<file path="src/verilog/smq_pkg.sv">
package smq_pkg;

    // layout of the three enable, event and condition registers
    localparam logic [15:0] MEAS_VALID = 16'h03bf;
    localparam logic [15:0] QUES_VALID = 16'h4110;
    localparam logic [15:0] OPER_VALID = 16'h0430;
    localparam logic [15:0] MASK_RST = 16'h0000;

    localparam int MEAS_RANGE_EXCEEDED = 0;
    localparam int MEAS_BELOW_FIRST_LOWER_BOUND = 1;
    localparam int MEAS_ABOVE_FIRST_UPPER_BOUND = 2;
    localparam int MEAS_BELOW_SECOND_LOWER_BOUND = 3;
    localparam int MEAS_ABOVE_SECOND_UPPER_BOUND = 4;
    localparam int MEAS_RESULT_READY = 5;
    localparam int MEAS_STORE_HOLDS_TWO = 7;
    localparam int MEAS_STORE_HALF_FILLED = 8;
    localparam int MEAS_STORE_FILLED = 9;
    localparam int QUES_TEMP_SUMMARY = 4;
    localparam int QUES_CAL_SUMMARY = 8;
    localparam int QUES_CMD_WARNING = 14;
    localparam int OPER_MEASURING = 4;
    localparam int OPER_TRIGGERING = 5;
    localparam int OPER_IDLE = 10;

    // error queue
    localparam int QUE_DEPTH_DFLT = 10;
    localparam logic signed [15:0] CODE_OVERFLOW = 16'sh015e;
    localparam logic signed [15:0] CODE_NONE = 16'sh0000;

    // message filter table covers codes CODE_MIN..CODE_MAX
    localparam int IDX_W = 10;
    localparam logic signed [15:0] CODE_MIN = -16'sh0200;
    localparam logic signed [15:0] CODE_MAX = 16'sh01ff;
    localparam logic [IDX_W-1:0] IDX_LAST = 10'h3ff;
    // codes at or above this are status messages, blocked at power-up
    localparam logic signed [15:0] STATUS_MIN = 16'sh0064;

    typedef enum logic [3:0] {
        OP_ENAB_WR = 4'h0,
        OP_ENAB_RD = 4'h1,
        OP_COND_RD = 4'h2,
        OP_EVENT_RD = 4'h3,
        OP_PRESET = 4'h4,
        OP_QUE_NEXT = 4'h5,
        OP_QUE_CLEAR = 4'h6,
        OP_MSG_ENA_START = 4'h7,
        OP_MSG_ENA_ADD = 4'h8,
        OP_MSG_ENA_RD = 4'h9
    } smq_op_t;

    typedef enum logic [1:0] {
        SET_MEAS = 2'h0,
        SET_QUES = 2'h1,
        SET_OPER = 2'h2,
        SET_NONE = 2'h3
    } smq_set_t;

    typedef enum logic [2:0] {
        ST_INIT = 3'b001,
        ST_IDLE = 3'b010,
        ST_SWEEP = 3'b100
    } smq_state_t;

    typedef struct packed {
        smq_op_t op;
        smq_set_t sel;
        logic [15:0] data;
        logic [15:0] code_hi;
    } smq_cmd_t;

    typedef struct packed {
        logic [15:0] oper;
        logic [15:0] ques;
        logic [15:0] meas;
    } smq_cond_t;

endpackage

</file>
<file path="src/verilog/smq_err_queue.sv">
`timescale 1ns/1ps
module smq_err_queue
    import smq_pkg::*;
#(
    parameter int DEPTH = QUE_DEPTH_DFLT,
    parameter int CW = $clog2(DEPTH + 1),
    parameter int PW = $clog2(DEPTH)
) (
    input wire logic clk,
    input wire logic rst_n,
    input wire logic push,
    input wire logic signed [15:0] push_code,
    input wire logic pop,
    input wire logic clr,
    output logic signed [15:0] head,
    output logic [CW-1:0] count
);
    logic signed [15:0] mem [DEPTH];
    logic [PW-1:0] rd_q, rd_d, wr_q, wr_d;
    logic [CW-1:0] cnt_q, cnt_d;
    logic we, pop_ok;
    logic signed [15:0] wcode;

    function automatic logic [PW-1:0] ptr_inc(input logic [PW-1:0] p);
        return (p == PW'(DEPTH - 1)) ? '0 : p + 1'b1;
    endfunction

    always_comb begin
        rd_d = rd_q;
        wr_d = wr_q;
        cnt_d = cnt_q;
        we = 1'b0;
        pop_ok = 1'b0;
        wcode = push_code;
        if (clr) begin
            rd_d = '0;
            wr_d = '0;
            cnt_d = '0;
        end else begin
            pop_ok = pop && (cnt_q != '0);
            if (pop_ok) begin
                rd_d = ptr_inc(rd_q);
            end
            if (push && (cnt_q != CW'(DEPTH))) begin
                we = 1'b1;
                wr_d = ptr_inc(wr_q);
                if (cnt_q == CW'(DEPTH - 1) && !pop_ok) begin
                    wcode = CODE_OVERFLOW;
                end
            end
            cnt_d = cnt_q + CW'(we) - CW'(pop_ok);
        end
    end

    always_ff @(posedge clk or negedge rst_n) begin
        if (!rst_n) begin
            rd_q <= '0;
            wr_q <= '0;
            cnt_q <= '0;
        end else begin
            rd_q <= rd_d;
            wr_q <= wr_d;
            cnt_q <= cnt_d;
        end
    end

    always_ff @(posedge clk) begin
        if (we && !clr) begin
            mem[wr_q] <= wcode;
        end
    end

    assign head = (cnt_q == '0) ? CODE_NONE : mem[rd_q];
    assign count = cnt_q;

    AST_OVERFLOW: assert property (@(posedge clk) disable iff (!rst_n)
        push && !pop && !clr && cnt_q == CW'(DEPTH - 1)
        |=> cnt_q == CW'(DEPTH) && mem[$past(wr_q)] == CODE_OVERFLOW
        ##1 ($past(pop) || $past(clr) || cnt_q == CW'(DEPTH)))
        else $error("overflow slot handling wrong");
    AST_CLEAR: assert property (@(posedge clk) disable iff (!rst_n)
        clr |=> cnt_q == '0)
        else $error("queue clear left entries");
endmodule

</file>
<file path="src/verilog/smq_status_queue.sv">
`timescale 1ns/1ps
module smq_status_queue
    import smq_pkg::*;
#(
    parameter int QUE_DEPTH = QUE_DEPTH_DFLT
) (
    input wire logic REF_CLK,
    input wire logic RST_N,
    input wire logic CMD_VALID,
    input wire smq_cmd_t CMD,
    input wire logic MSG_VALID,
    input wire logic signed [15:0] MSG_CODE,
    input wire smq_cond_t COND,
    output logic CMD_READY,
    output logic RSP_VALID,
    output logic [15:0] RSP_DATA,
    output logic [2:0] SUMMARY
);
    localparam int CW = $clog2(QUE_DEPTH + 1);
    localparam logic [2:0][15:0] SET_VALID = {OPER_VALID, QUES_VALID, MEAS_VALID};

    smq_state_t state_q, state_d;
    logic [IDX_W-1:0] idx_q, idx_d, end_q, end_d;
    logic fill_q, fill_d, dflt_q, dflt_d;
    logic ready_q, ready_d;
    logic rsp_valid_q, rsp_valid_d;
    logic [15:0] rsp_data_q, rsp_data_d;

    logic ena_mem [2**IDX_W];
    logic wr_val;

    logic [2:0][15:0] cond_arr, en_arr, ev_arr, cnd_arr;
    logic [2:0] sum_arr;
    logic [2:0] en_wr, ev_rd;
    logic preset, que_pop, que_clr, post, acc, sel_ok;
    logic signed [15:0] que_head;
    logic [CW-1:0] que_cnt;
    logic signed [15:0] a_code, b_code, lo_code, hi_code, lo_clip, hi_clip;
    logic add_ok;

    function automatic logic in_range(input logic signed [15:0] c);
        return (c >= CODE_MIN) && (c <= CODE_MAX);
    endfunction

    function automatic logic [IDX_W-1:0] code_idx(input logic signed [15:0] c);
        logic [15:0] off;
        off = c - CODE_MIN;
        return off[IDX_W-1:0];
    endfunction

    function automatic logic msg_default(input logic [IDX_W-1:0] i);
        logic signed [15:0] c;
        c = $signed({6'h00, i}) + CODE_MIN;
        return c < STATUS_MIN;
    endfunction

    assign cond_arr = {COND.oper, COND.ques, COND.meas};

    genvar g;
    generate
        for (g = 0; g < 3; g++) begin : g_set
            smq_status_set #(
                .VALID(SET_VALID[g])
            ) u_set (
                .clk(REF_CLK),
                .rst_n(RST_N),
                .cond(cond_arr[g]),
                .en_wr(en_wr[g]),
                .en_data(CMD.data),
                .preset(preset),
                .ev_rd(ev_rd[g]),
                .en_q(en_arr[g]),
                .ev_q(ev_arr[g]),
                .cond_q(cnd_arr[g]),
                .sum_q(sum_arr[g])
            );
        end
    endgenerate

    smq_err_queue #(
        .DEPTH(QUE_DEPTH)
    ) u_queue (
        .clk(REF_CLK),
        .rst_n(RST_N),
        .push(post),
        .push_code(MSG_CODE),
        .pop(que_pop),
        .clr(que_clr),
        .head(que_head),
        .count(que_cnt)
    );

    // list range, normalised and clipped to the table
    always_comb begin
        a_code = $signed(CMD.data);
        b_code = $signed(CMD.code_hi);
        lo_code = (a_code < b_code) ? a_code : b_code;
        hi_code = (a_code < b_code) ? b_code : a_code;
        lo_clip = (lo_code < CODE_MIN) ? CODE_MIN : lo_code;
        hi_clip = (hi_code > CODE_MAX) ? CODE_MAX : hi_code;
        add_ok = lo_clip <= hi_clip;
    end

    // command decode and reply
    always_comb begin
        acc = CMD_VALID && ready_q;
        sel_ok = CMD.sel != SET_NONE;
        en_wr = 3'h0;
        ev_rd = 3'h0;
        preset = 1'b0;
        que_pop = 1'b0;
        que_clr = 1'b0;
        rsp_valid_d = 1'b0;
        rsp_data_d = rsp_data_q;
        if (acc) begin
            unique case (CMD.op)
                OP_ENAB_WR: begin
                    if (sel_ok) begin
                        en_wr[CMD.sel] = 1'b1;
                    end
                end
                OP_ENAB_RD: begin
                    rsp_valid_d = 1'b1;
                    rsp_data_d = sel_ok ? en_arr[CMD.sel] : 16'h0000;
                end
                OP_COND_RD: begin
                    rsp_valid_d = 1'b1;
                    rsp_data_d = sel_ok ? cnd_arr[CMD.sel] : 16'h0000;
                end
                OP_EVENT_RD: begin
                    rsp_valid_d = 1'b1;
                    rsp_data_d = sel_ok ? ev_arr[CMD.sel] : 16'h0000;
                    if (sel_ok) begin
                        ev_rd[CMD.sel] = 1'b1;
                    end
                end
                OP_PRESET: begin
                    preset = 1'b1;
                end
                OP_QUE_NEXT: begin
                    rsp_valid_d = 1'b1;
                    rsp_data_d = que_head;
                    que_pop = 1'b1;
                end
                OP_QUE_CLEAR: begin
                    que_clr = 1'b1;
                end
                OP_MSG_ENA_RD: begin
                    rsp_valid_d = 1'b1;
                    rsp_data_d = {15'h0000, in_range(a_code) && ena_mem[code_idx(a_code)]};
                end
                default: begin
                end
            endcase
        end
    end

    // filter table sweep: power-up fill, clear-all, range enable
    always_comb begin
        state_d = state_q;
        idx_d = idx_q;
        end_d = end_q;
        fill_d = fill_q;
        dflt_d = dflt_q;
        unique case (state_q)
            ST_INIT, ST_SWEEP: begin
                if (idx_q == end_q) begin
                    state_d = ST_IDLE;
                    dflt_d = 1'b0;
                end else begin
                    idx_d = idx_q + 1'b1;
                end
            end
            ST_IDLE: begin
                if (acc && CMD.op == OP_MSG_ENA_START) begin
                    state_d = ST_SWEEP;
                    idx_d = '0;
                    end_d = IDX_LAST;
                    fill_d = 1'b0;
                end else if (acc && CMD.op == OP_MSG_ENA_ADD && add_ok) begin
                    state_d = ST_SWEEP;
                    idx_d = code_idx(lo_clip);
                    end_d = code_idx(hi_clip);
                    fill_d = 1'b1;
                end
            end
            default: begin
                state_d = ST_IDLE;
            end
        endcase
        ready_d = state_d == ST_IDLE;
    end

    always_ff @(posedge REF_CLK or negedge RST_N) begin
        if (!RST_N) begin
            state_q <= ST_INIT;
            idx_q <= '0;
            end_q <= IDX_LAST;
            fill_q <= 1'b0;
            dflt_q <= 1'b1;
            ready_q <= 1'b0;
            rsp_valid_q <= 1'b0;
            rsp_data_q <= 16'h0000;
        end else begin
            state_q <= state_d;
            idx_q <= idx_d;
            end_q <= end_d;
            fill_q <= fill_d;
            dflt_q <= dflt_d;
            ready_q <= ready_d;
            rsp_valid_q <= rsp_valid_d;
            rsp_data_q <= rsp_data_d;
        end
    end

    assign wr_val = dflt_q ? msg_default(idx_q) : fill_q;

    always_ff @(posedge REF_CLK) begin
        if (state_q != ST_IDLE) begin
            ena_mem[idx_q] <= wr_val;
        end
    end

    // only enabled codes reach the queue
    assign post = MSG_VALID && (state_q == ST_IDLE) && in_range(MSG_CODE)
        && ena_mem[code_idx(MSG_CODE)];

    assign CMD_READY = ready_q;
    assign RSP_VALID = rsp_valid_q;
    assign RSP_DATA = rsp_data_q;
    assign SUMMARY = sum_arr;

    AST_PRESET_CLEARS: assert property (@(posedge REF_CLK) disable iff (!RST_N)
        preset |=> en_arr == 48'h0)
        else $error("preset left an enable bit set");
    AST_PRESET_KEEPS: assert property (@(posedge REF_CLK) disable iff (!RST_N)
        preset && !post |=> $stable(que_cnt))
        else $error("preset changed the queue");
    AST_EMPTY_READ: assert property (@(posedge REF_CLK) disable iff (!RST_N)
        acc && CMD.op == OP_QUE_NEXT && que_cnt == '0 |=> RSP_VALID && RSP_DATA == 16'h0000)
        else $error("empty queue read not zero");
    AST_FILTER_BLOCK: assert property (@(posedge REF_CLK) disable iff (!RST_N)
        MSG_VALID && !post && !que_clr && !que_pop |=> $stable(que_cnt))
        else $error("blocked message entered queue");
    AST_INIT_EMPTY: assert property (@(posedge REF_CLK) disable iff (!RST_N)
        state_q == ST_INIT |-> que_cnt == '0 && !CMD_READY)
        else $error("queue not empty during start-up");
    AST_READ_NO_SIDE: assert property (@(posedge REF_CLK) disable iff (!RST_N)
        acc && (CMD.op == OP_ENAB_RD || CMD.op == OP_COND_RD) |=> $stable(en_arr))
        else $error("read changed an enable register");
    // command, filter sweep and register layout checks
    AST_START_SWEEP: assert property (@(posedge REF_CLK) disable iff (!RST_N)
        acc && CMD.op == OP_MSG_ENA_START |=> state_q == ST_SWEEP && idx_q == '0 && !fill_q)
        else $error("empty list did not start a clearing sweep");
    AST_ADD_SWEEP: assert property (@(posedge REF_CLK) disable iff (!RST_N)
        acc && CMD.op == OP_MSG_ENA_ADD && add_ok
        |=> state_q == ST_SWEEP && fill_q && end_q >= idx_q)
        else $error("list item did not start an enabling sweep");
    AST_SWEEP_BUSY: assert property (@(posedge REF_CLK) disable iff (!RST_N)
        state_q == ST_SWEEP |-> !dflt_q && !CMD_READY && wr_val == fill_q)
        else $error("sweep wrote a wrong filter value");
    AST_SWEEP_END: assert property (@(posedge REF_CLK) disable iff (!RST_N)
        state_q != ST_IDLE && idx_q == end_q |=> state_q == ST_IDLE && CMD_READY)
        else $error("sweep did not end at its last code");
    AST_SWEEP_STEP: assert property (@(posedge REF_CLK) disable iff (!RST_N)
        state_q != ST_IDLE && idx_q != end_q |=> idx_q == $past(idx_q) + 1'b1)
        else $error("sweep skipped a code");
    AST_POWERUP_FILTER: assert property (@(posedge REF_CLK) disable iff (!RST_N)
        state_q == ST_INIT |-> dflt_q && wr_val == (idx_q < code_idx(STATUS_MIN)))
        else $error("power-up filter value wrong");
    AST_MSG_QUERY: assert property (@(posedge REF_CLK) disable iff (!RST_N)
        acc && CMD.op == OP_MSG_ENA_RD |=> RSP_VALID && RSP_DATA[15:1] == 15'h0000)
        else $error("enabled query reply malformed");
    AST_ENAB_READBACK: assert property (@(posedge REF_CLK) disable iff (!RST_N)
        acc && CMD.op == OP_ENAB_RD && sel_ok
        |=> RSP_VALID && RSP_DATA == $past(en_arr[CMD.sel]))
        else $error("enable query did not return the stored mask");
    AST_QUES_TOP_ZERO: assert property (@(posedge REF_CLK) disable iff (!RST_N)
        !en_arr[SET_QUES][15] && !ev_arr[SET_QUES][15] && !cnd_arr[SET_QUES][15])
        else $error("questionable bit 15 set");
endmodule

</file>
<file path="src/verilog/smq_status_set.sv">
`timescale 1ns/1ps
module smq_status_set
    import smq_pkg::*;
#(
    parameter logic [15:0] VALID = MEAS_VALID
) (
    input wire logic clk,
    input wire logic rst_n,
    input wire logic [15:0] cond,
    input wire logic en_wr,
    input wire logic [15:0] en_data,
    input wire logic preset,
    input wire logic ev_rd,
    output logic [15:0] en_q,
    output logic [15:0] ev_q,
    output logic [15:0] cond_q,
    output logic sum_q
);
    logic [15:0] en_d;
    logic [15:0] ev_d;
    logic [15:0] rise;
    logic sum_d;
    logic [15:0] cond_d;

    always_comb begin
        rise = cond & ~cond_q & VALID;
        cond_d = cond & VALID;
        en_d = en_q;
        if (preset) begin
            en_d = MASK_RST;
        end else if (en_wr) begin
            en_d = en_data & VALID;
        end
        // a rise in the read cycle survives the clear
        ev_d = (ev_rd ? 16'h0000 : ev_q) | rise;
        sum_d = |(ev_q & en_q);
    end

    always_ff @(posedge clk or negedge rst_n) begin
        if (!rst_n) begin
            en_q <= MASK_RST;
            ev_q <= 16'h0000;
            cond_q <= 16'h0000;
            sum_q <= 1'b0;
        end else begin
            en_q <= en_d;
            ev_q <= ev_d;
            cond_q <= cond_d;
            sum_q <= sum_d;
        end
    end

    AST_EN_STORE: assert property (@(posedge clk) disable iff (!rst_n)
        en_wr && !preset |=> en_q == ($past(en_data) & VALID))
        else $error("enable write not stored");
    AST_MASK_BLOCK: assert property (@(posedge clk) disable iff (!rst_n)
        ((ev_q & en_q) == 16'h0000) |=> !sum_q)
        else $error("masked event reached summary");
    AST_UNMASK_SET: assert property (@(posedge clk) disable iff (!rst_n)
        (|(cond & ~cond_q & VALID & en_q)) && !en_wr && !preset |=> ##1 sum_q)
        else $error("unmasked event did not set summary");
    AST_EVENT_CLEAR: assert property (@(posedge clk) disable iff (!rst_n)
        ev_rd && ((cond & ~cond_q & VALID) == 16'h0000) |=> ev_q == 16'h0000)
        else $error("event read did not clear");
endmodule
</file>
<file path="config.mk">
export PLATFORM = sky130hd
export DESIGN_NAME = smq_status_queue
export DESIGN_NICKNAME = d
export VERILOG_FILES = /design/src/verilog/smq_pkg.sv /design/src/verilog/smq_err_queue.sv /design/src/verilog/smq_status_queue.sv /design/src/verilog/smq_status_set.sv
export SDC_FILE = /design/constraint.sdc
export NUM_CORES = 2
export LEC_CHECK = 0
export BUFFER_PORTS_ARGS = -buffer_cell sky130_fd_sc_hd__buf_2
export CAP_MARGIN = 20
export CORE_MARGIN = 1
export CORE_UTILIZATION = 40
export DETAILED_ROUTE_END_ITERATION = 6
export PLACE_DENSITY = 0.57
export SLEW_MARGIN = 0
export SYNTH_ARGS = -nofsm -noshare
export SYNTH_HDL_FRONTEND = slang
export SYNTH_HIERARCHICAL = 1
export SYNTH_SLANG_ARGS = --single-unit
export TNS_END_PERCENT = 50
</file>
<file path="constraint.sdc">
create_clock -name REF_CLK -period 35.7 [get_ports REF_CLK]
set_input_delay 8.925 -clock REF_CLK [delete_from_list [all_inputs] [get_ports REF_CLK]]
set_output_delay 8.925 -clock REF_CLK [all_outputs]
set_load 0.01 [all_outputs]
</file>
# [After elaboration in Yosys (flattened, before gate mapping)]
# Memory sizes are Yosys's and may differ from the RTL's.
# Index checks and enable logic that the tools add are counted.
[op_classes] order_cmp=11 reduce_logical=37 n_mux=69 n_eq_ne=22 bitwise_logic=12 add_sub_neg=10
[op_table] cell="2-to-1 mux 16 bit" count=23
[op_table] cell="binary-select mux 16 bit (select 2 bit)" count=3
[op_table] cell="case mux 16 bit (5 select lines)" count=1
[op_table] cell="2-to-1 mux 10 bit" count=5
[op_table] cell="AND 16 bit" count=3
[op_table] cell="OR reduction 16 bit" count=3
[op_table] cell="subtractor 10 bit (second input constant)" count=4
[op_table] cell="greater-or-equal comparator 16 x 10 -> 1 bit (second input constant)" count=2
[op_table] cell="<= comparator 16 x 10 -> 1 bit (second input constant)" count=2
[op_table] cell="2-to-1 mux 4 bit" count=7
[op_table] cell="2-to-1 mux 3 bit" count=8
[op_table] cell="equality test 4 bit (second input constant)" count=5
[op_table] cell="case mux 10 bit (2 select lines)" count=1
[op_table] cell="2-to-1 mux 1 bit" count=19
[op_table] cell="equality test 4 x 3 -> 1 bit (second input constant)" count=4
[op_table] cell="> comparator 16 x 10 -> 1 bit (second input constant)" count=1
[op_table] cell="<= comparator 16 bit" count=1
[op_table] cell="< comparator 16 x 10 -> 1 bit (second input constant)" count=1
[op_table] cell="< comparator 16 bit" count=1
[op_table] cell="OR 16 x 10 -> 16 bit" count=1
[op_table] cell="OR 16 x 11 -> 16 bit" count=1
[op_table] cell="OR 16 x 15 -> 16 bit" count=1
[op_table] cell="AND 15 bit" count=1
[op_table] cell="logical AND 1 bit" count=15
[op_table] cell="other kinds (34)" count=48
[word_totals] memories=2 ff_bits=169 out_inout_bits=21 ramBits=1184 input_bits=106
[mem_list] name="ena_mem" depth=1024 width=1 rd=2 rd_ports_with_merged_regs=0 write_ports=1 line="smq_status_queue.sv:29" rtl="logic ena_mem [2**IDX_W];"
[mem_list] name="u_queue.mem" depth=10 width=16 rd=1 rd_ports_with_merged_regs=0 write_ports=1 line="smq_err_queue.sv:18" rtl="logic signed [15:0] mem [DEPTH];"

# [Longest topological paths before layout]
[depth] word_depth=11 mapped_depth=26 mapped_depth_nobuf=22

# [By module]
# Netlist, hierarchy kept.
[by_module_without_submodules] module="smq_status_queue" cells_per_inst=4272 area_per_inst_um2=57595.2 instances=1 seq_area_each_um2=31840.5
[by_module_without_submodules] module="smq_err_queue" cells_per_inst=455 area_per_inst_um2=7133.1 instances=1 seq_area_each_um2=5104.9
[by_module_without_submodules] module="smq_status_set (g_set[1].u_set ...)" cells_per_inst=67 area_per_inst_um2=643.1 instances=2 seq_area_each_um2=250.2
[by_module_without_submodules] module="smq_status_set (g_set[0].u_set)" cells_per_inst=103 area_per_inst_um2=1172.4 instances=1 seq_area_each_um2=700.7

# [Worst setup path before layout]
# Ideal clock, no wire load.
[synth_path] kind="register to register" from="reg dflt_q" to="mem ena_mem[0], data pin" path_stages_with_launch=2 path_buffers=0 t_arrival_ns=30.765 setup_time_ns=6.299 slack_ns=-1.364 path_cell_list="dfstp_2 > a31oi_1"
[synth_via] elab_chain_cells=1
[synth_rtl] element="start, declared" line="smq_status_queue.sv:24" rtl="logic fill_q, fill_d, dflt_q, dflt_d;"
[synth_rtl] element="start signal, assigned" line="smq_status_queue.sv:209" rtl="dflt_q <= dflt_d;"
[synth_rtl] element="2-to-1 mux 1 bit" line="smq_status_queue.sv:216" rtl="assign wr_val = dflt_q ? msg_default(idx_q) : fill_q;"
[synth_rtl] element="via wr_val" line="smq_status_queue.sv:30" rtl="logic wr_val;"
[synth_rtl] element="end, declared" line="smq_status_queue.sv:29"
# The timed path passes the listed nets, and every way through them passes these cells.

# [Worst setup path in the final report]
[layout_path] from="in MSG_CODE[0]" to="mem u_queue.mem[5][4], data pin"
[layout_via] elab_chain_cells=7 elab_cells_between_ends=10 classes_between="add/sub (1); order compare (2); mux (2); reduce/logical (4); memory (1)"
[layout_rtl] element="start, declared" line="smq_status_queue.sv:12" rtl="input wire logic signed [15:0] MSG_CODE,"
[layout_rtl] element="parallel branches: the longest is 3 deep, another holds subtractor 10 bit"
[layout_rtl] element="logical AND 1 bit *" line="smq_status_queue.sv:226" rtl="&& ena_mem[code_idx(MSG_CODE)];"
[layout_rtl] element="via post" line="smq_status_queue.sv:35" rtl="logic preset, que_pop, que_clr, post, acc, sel_ok;"
[layout_rtl] element="logical AND 1 bit *" line="smq_err_queue.sv:44" rtl="if (push && (cnt_q != CW'(DEPTH))) begin"
[layout_rtl] element="2-to-1 mux 16 bit *" line="smq_err_queue.sv:44"
[layout_rtl] element="2-to-1 mux 16 bit *" line="smq_err_queue.sv:35" rtl="if (clr) begin"
[layout_rtl] element="via u_queue.wcode[4]" line="smq_err_queue.sv:22" rtl="logic signed [15:0] wcode;"
[layout_rtl] element="end, declared" line="smq_err_queue.sv:18"
# Mark *: on every way through the listed nets, which the timed path passes.

==> metrics.txt <==
critical path capture point type=flip-flop; full die area=0.170 sq mm; area of the mapped netlist=0.0672 sq mm; library cell contributing the largest single delay on the critical path=a2111oi_0; CTS root buffer=clkbuf_16; maximum clock skew at final layout=0.0493 ns; count of flip-flops with a built-in enable after synthesis=1184; depth of the worst register-to-register path=10; Most used DFF post-synth=edfxtp_1; grt total ovfl=0; Relative slew margins=21.1%; number of remaining DRC errors=0; vias per cell=6.16; number of pins with negative max-slew slack in the final report=0; proportion of synthesized chip area in sequential cells=56.8%; starting density of the core=40.2%; buffer count from post-CTS setup fixing=0; vias after detailed routing=44413; # clock sinks=1287; area leader, netlist=edfxtp_1; Synth area leaders=edfxtp_1, mux4_2, nor2_1; top cells by count, synth=nor2_1, edfxtp_1, mux4_2, mux2i_1, clkbuf_1; CTS tree=built; layout cell share with drive strength beyond 1=20.0%; placeable core region=0.167 sq mm; worst slew pin tran=1.17 ns; post-detail-place hpwl=123000 um; upper clock frequency limit=61.4 MHz; destination of the worst register-to-register timing path=u_queue/mem[5][4]$_DFFE_PP_; ANT cells=0; maximum vdd drop=0.0000401 V; worst reg2reg startpoint=ena_mem[604]$_DFFE_PP_; hold bufs inserted after CTS=0; Crit path max-delay family=buffers and inverters; worst hold path type=flip-flop to flip-flop; Worst path most repeated cell=buf_4; number of design-rule violations left by the first detailed-router iteration=5870; cells along the critical path=buf_8 > buf_4 > buf_4 > buf_4 > buf_4 > mux4_1 > mux4_2 > nand2b_1 > nand3b_1 > a2111oi_0 > or4_1 > o22ai_1 > nor2b_1 > nand4_1 > nand2b_1; Area Overhead vs Synth=10.5%; total of fill cells in the finished design=15189; period utilization=45.6%; critical path arrival=16.72 ns; fraction of registers with async set/reset=8.00%; clock transition at the register clock pins on the worst setup and hold paths after CTS=0.06 ns; total number of nets in the final design=5043; setup violation total in the final timing report=0; worst skew pair latency=0.80 ns; DIE HEIGHT=412 um; number of top-level pins=127; share of the synthesized area in the top cell type=52.9%; number of buffers and inverters on the critical path=5; worst reg2reg setup slack=30.50 ns; reported max-cap violation count=0; count of TritonRoute iterations in the first routing pass=6; Max clock buf depth=3; wire length per cell=30.0 um; required time at the worst-slack endpoint=36.14 ns; CP Launch Type=primary input; Total Power=3.97 mW; clock period minus final worst setup slack=16.28 ns; I/O Buffers=93; peak per-stage delay on the critical path=0.89 ns; global-route wire length before repair=307000 um; number of global-route vias before repair=43345; flip-flop and latch count after synthesis=1287; total clock buffers created by CTS=147; capture point of the critical path=u_queue/mem[5][4]$_DFFE_PP_; worst-path fanout max=63; setup total negative slack=0 ns; quantity of gates resized following cts=0; WP depth=15; H-tree Lvls=4; GR Util All Layers=25.3%; run status=finished clean; number of placement rows=150; Avg Synthesized Cell Area=13.5 sq um; Synth Warn #=6; width of the chip=412 um; Synth Instances=4964; CP startpoint=MSG_CODE[0]; Crit Path Category=primary input to flip-flop; Power Density=53.4 mW/mm^2; leakage power total=24.0 nW; largest net degree at the start of global routing=256; post-route antenna net violation count=0; most numerous cell in the Yosys netlist=nor2_1; number of hold-slack violations in the final timing report=0; unrepaired setup endpoints after global routing=false; wire length after detailed routing=217000 um; initial antenna violation count=11; distinct cell type count of the synthesized netlist=78; GPL Wtd Cong=0.852
[logic make-up (layout without fill, tap and decap cells)]
kind of cell             after synthesis  after routing  synth area share (%)
AND/OR/NAND/NOR                     1607           1607                  10.0
flip-flops                          1287           1287                  56.8
multiplexers                         807            807                  21.4
buffers and inverters                629            575                  5.00
AO/OA/AOI/OAI                        570            570                  5.75
adder cells (fa/ha/maj)               44             44                 0.831
XOR/XNOR                              17             17                 0.222
other                                  3             99                0.0168
[per-stage QoR]
stage,area [sq um],setup WS (ns),utilization (%),hold slack [ns],instances
4_1_cts,73600,19.32,44.1,0.453,7186
6_report,74200,19.42,44.4,0.450,7210
5_1_grt,74200,18.96,44.4,0.459,7210
3_5_place_dp,69000,18.47,41.3,0.445,6924
2_1_floorplan,67600,14.21,-,0.422,5060
3_3_place_gp,68900,18.55,41.3,0.440,6918
[where the power goes]
group          total, mW  internal [mW]  switching, mW
Clock               1.47          0.818          0.647
Combinational      0.679          0.217          0.462
Sequential          1.82           1.78         0.0457
[flip-flops by register name, indices dropped and copies added (netlist names)]
name / count
u_queue/mem: 160
g_set.u_set/ev_q: 15
g_set.u_set/sum_q: 3
CMD_READY: 1
ena_mem: 1024
g_set.u_set/cond_q: 15
end_q: 10
RSP_VALID: 1
RSP_DATA: 16
u_queue/rd_q: 4
g_set.u_set/en_q: 15
state_q: 3
dflt_q: 1
fill_q: 1
u_queue/count: 4
idx_q: 10
u_queue/wr_q: 4
[area by class of cell]
type / instances / area [sq um] / share of cell area (%)
clock buffers: 180 / 3810 / 5.14
clock inverters: 82 / 790 / 1.06
inverters: 63 / 236 / 0.319
multi-input cells: 3144 / 26300 / 35.4
flip-flops and latches: 1287 / 38200 / 51.4
well taps: 2204 / 2760 / 3.71
repair buffers: 250 / 2200 / 2.96
[worst min path at each step]
stage / slack (ns) / from / cells past startpoint / endpoint
global route: 0.46 / g_set[0].u_set/cond_q[9]$_DFF_PN0_ / 1 / g_set[0].u_set/ev_q[9]$_DFF_PN0_
finish: 0.45 / g_set[2].u_set/cond_q[4]$_DFF_PN0_ / 1 / g_set[2].u_set/ev_q[4]$_DFF_PN0_
global placement: 0.44 / g_set[0].u_set/cond_q[9]$_DFF_PN0_ / 1 / g_set[0].u_set/ev_q[9]$_DFF_PN0_
floorplan: 0.42 / g_set[0].u_set/cond_q[1]$_DFF_PN0_ / 1 / g_set[0].u_set/ev_q[1]$_DFF_PN0_
detailed placement: 0.44 / g_set[0].u_set/cond_q[9]$_DFF_PN0_ / 1 / g_set[0].u_set/ev_q[9]$_DFF_PN0_
CTS: 0.45 / g_set[2].u_set/cond_q[4]$_DFF_PN0_ / 1 / g_set[2].u_set/ev_q[4]$_DFF_PN0_
[layer usage]
metal | track usage, % | wire [um] | up-vias
met5 | 0 | 104 | -
met1 | 34.3 | 86100 | 23192
met3 | 5.08 | 21000 | 431
met2 | 39.7 | 100000 | 2214
met4 | 10.1 | 8980 | 16
li1 | - | - | 18560
[cell usage in the layout (no fill, tap or decap), types with 86 or more instances in the layout]
cell type,count
a21oi_1,120
a22oi_1,96
buf_2,87
buf_4,129
clkbuf_16,147
conb_1,99
dfrtp_1,90
edfxtp_1,1184
mux2i_1,300
mux4_2,470
nand2_1,118
nor2_1,1188
o21ai_0,86
(Power assumes the default switching activity.)
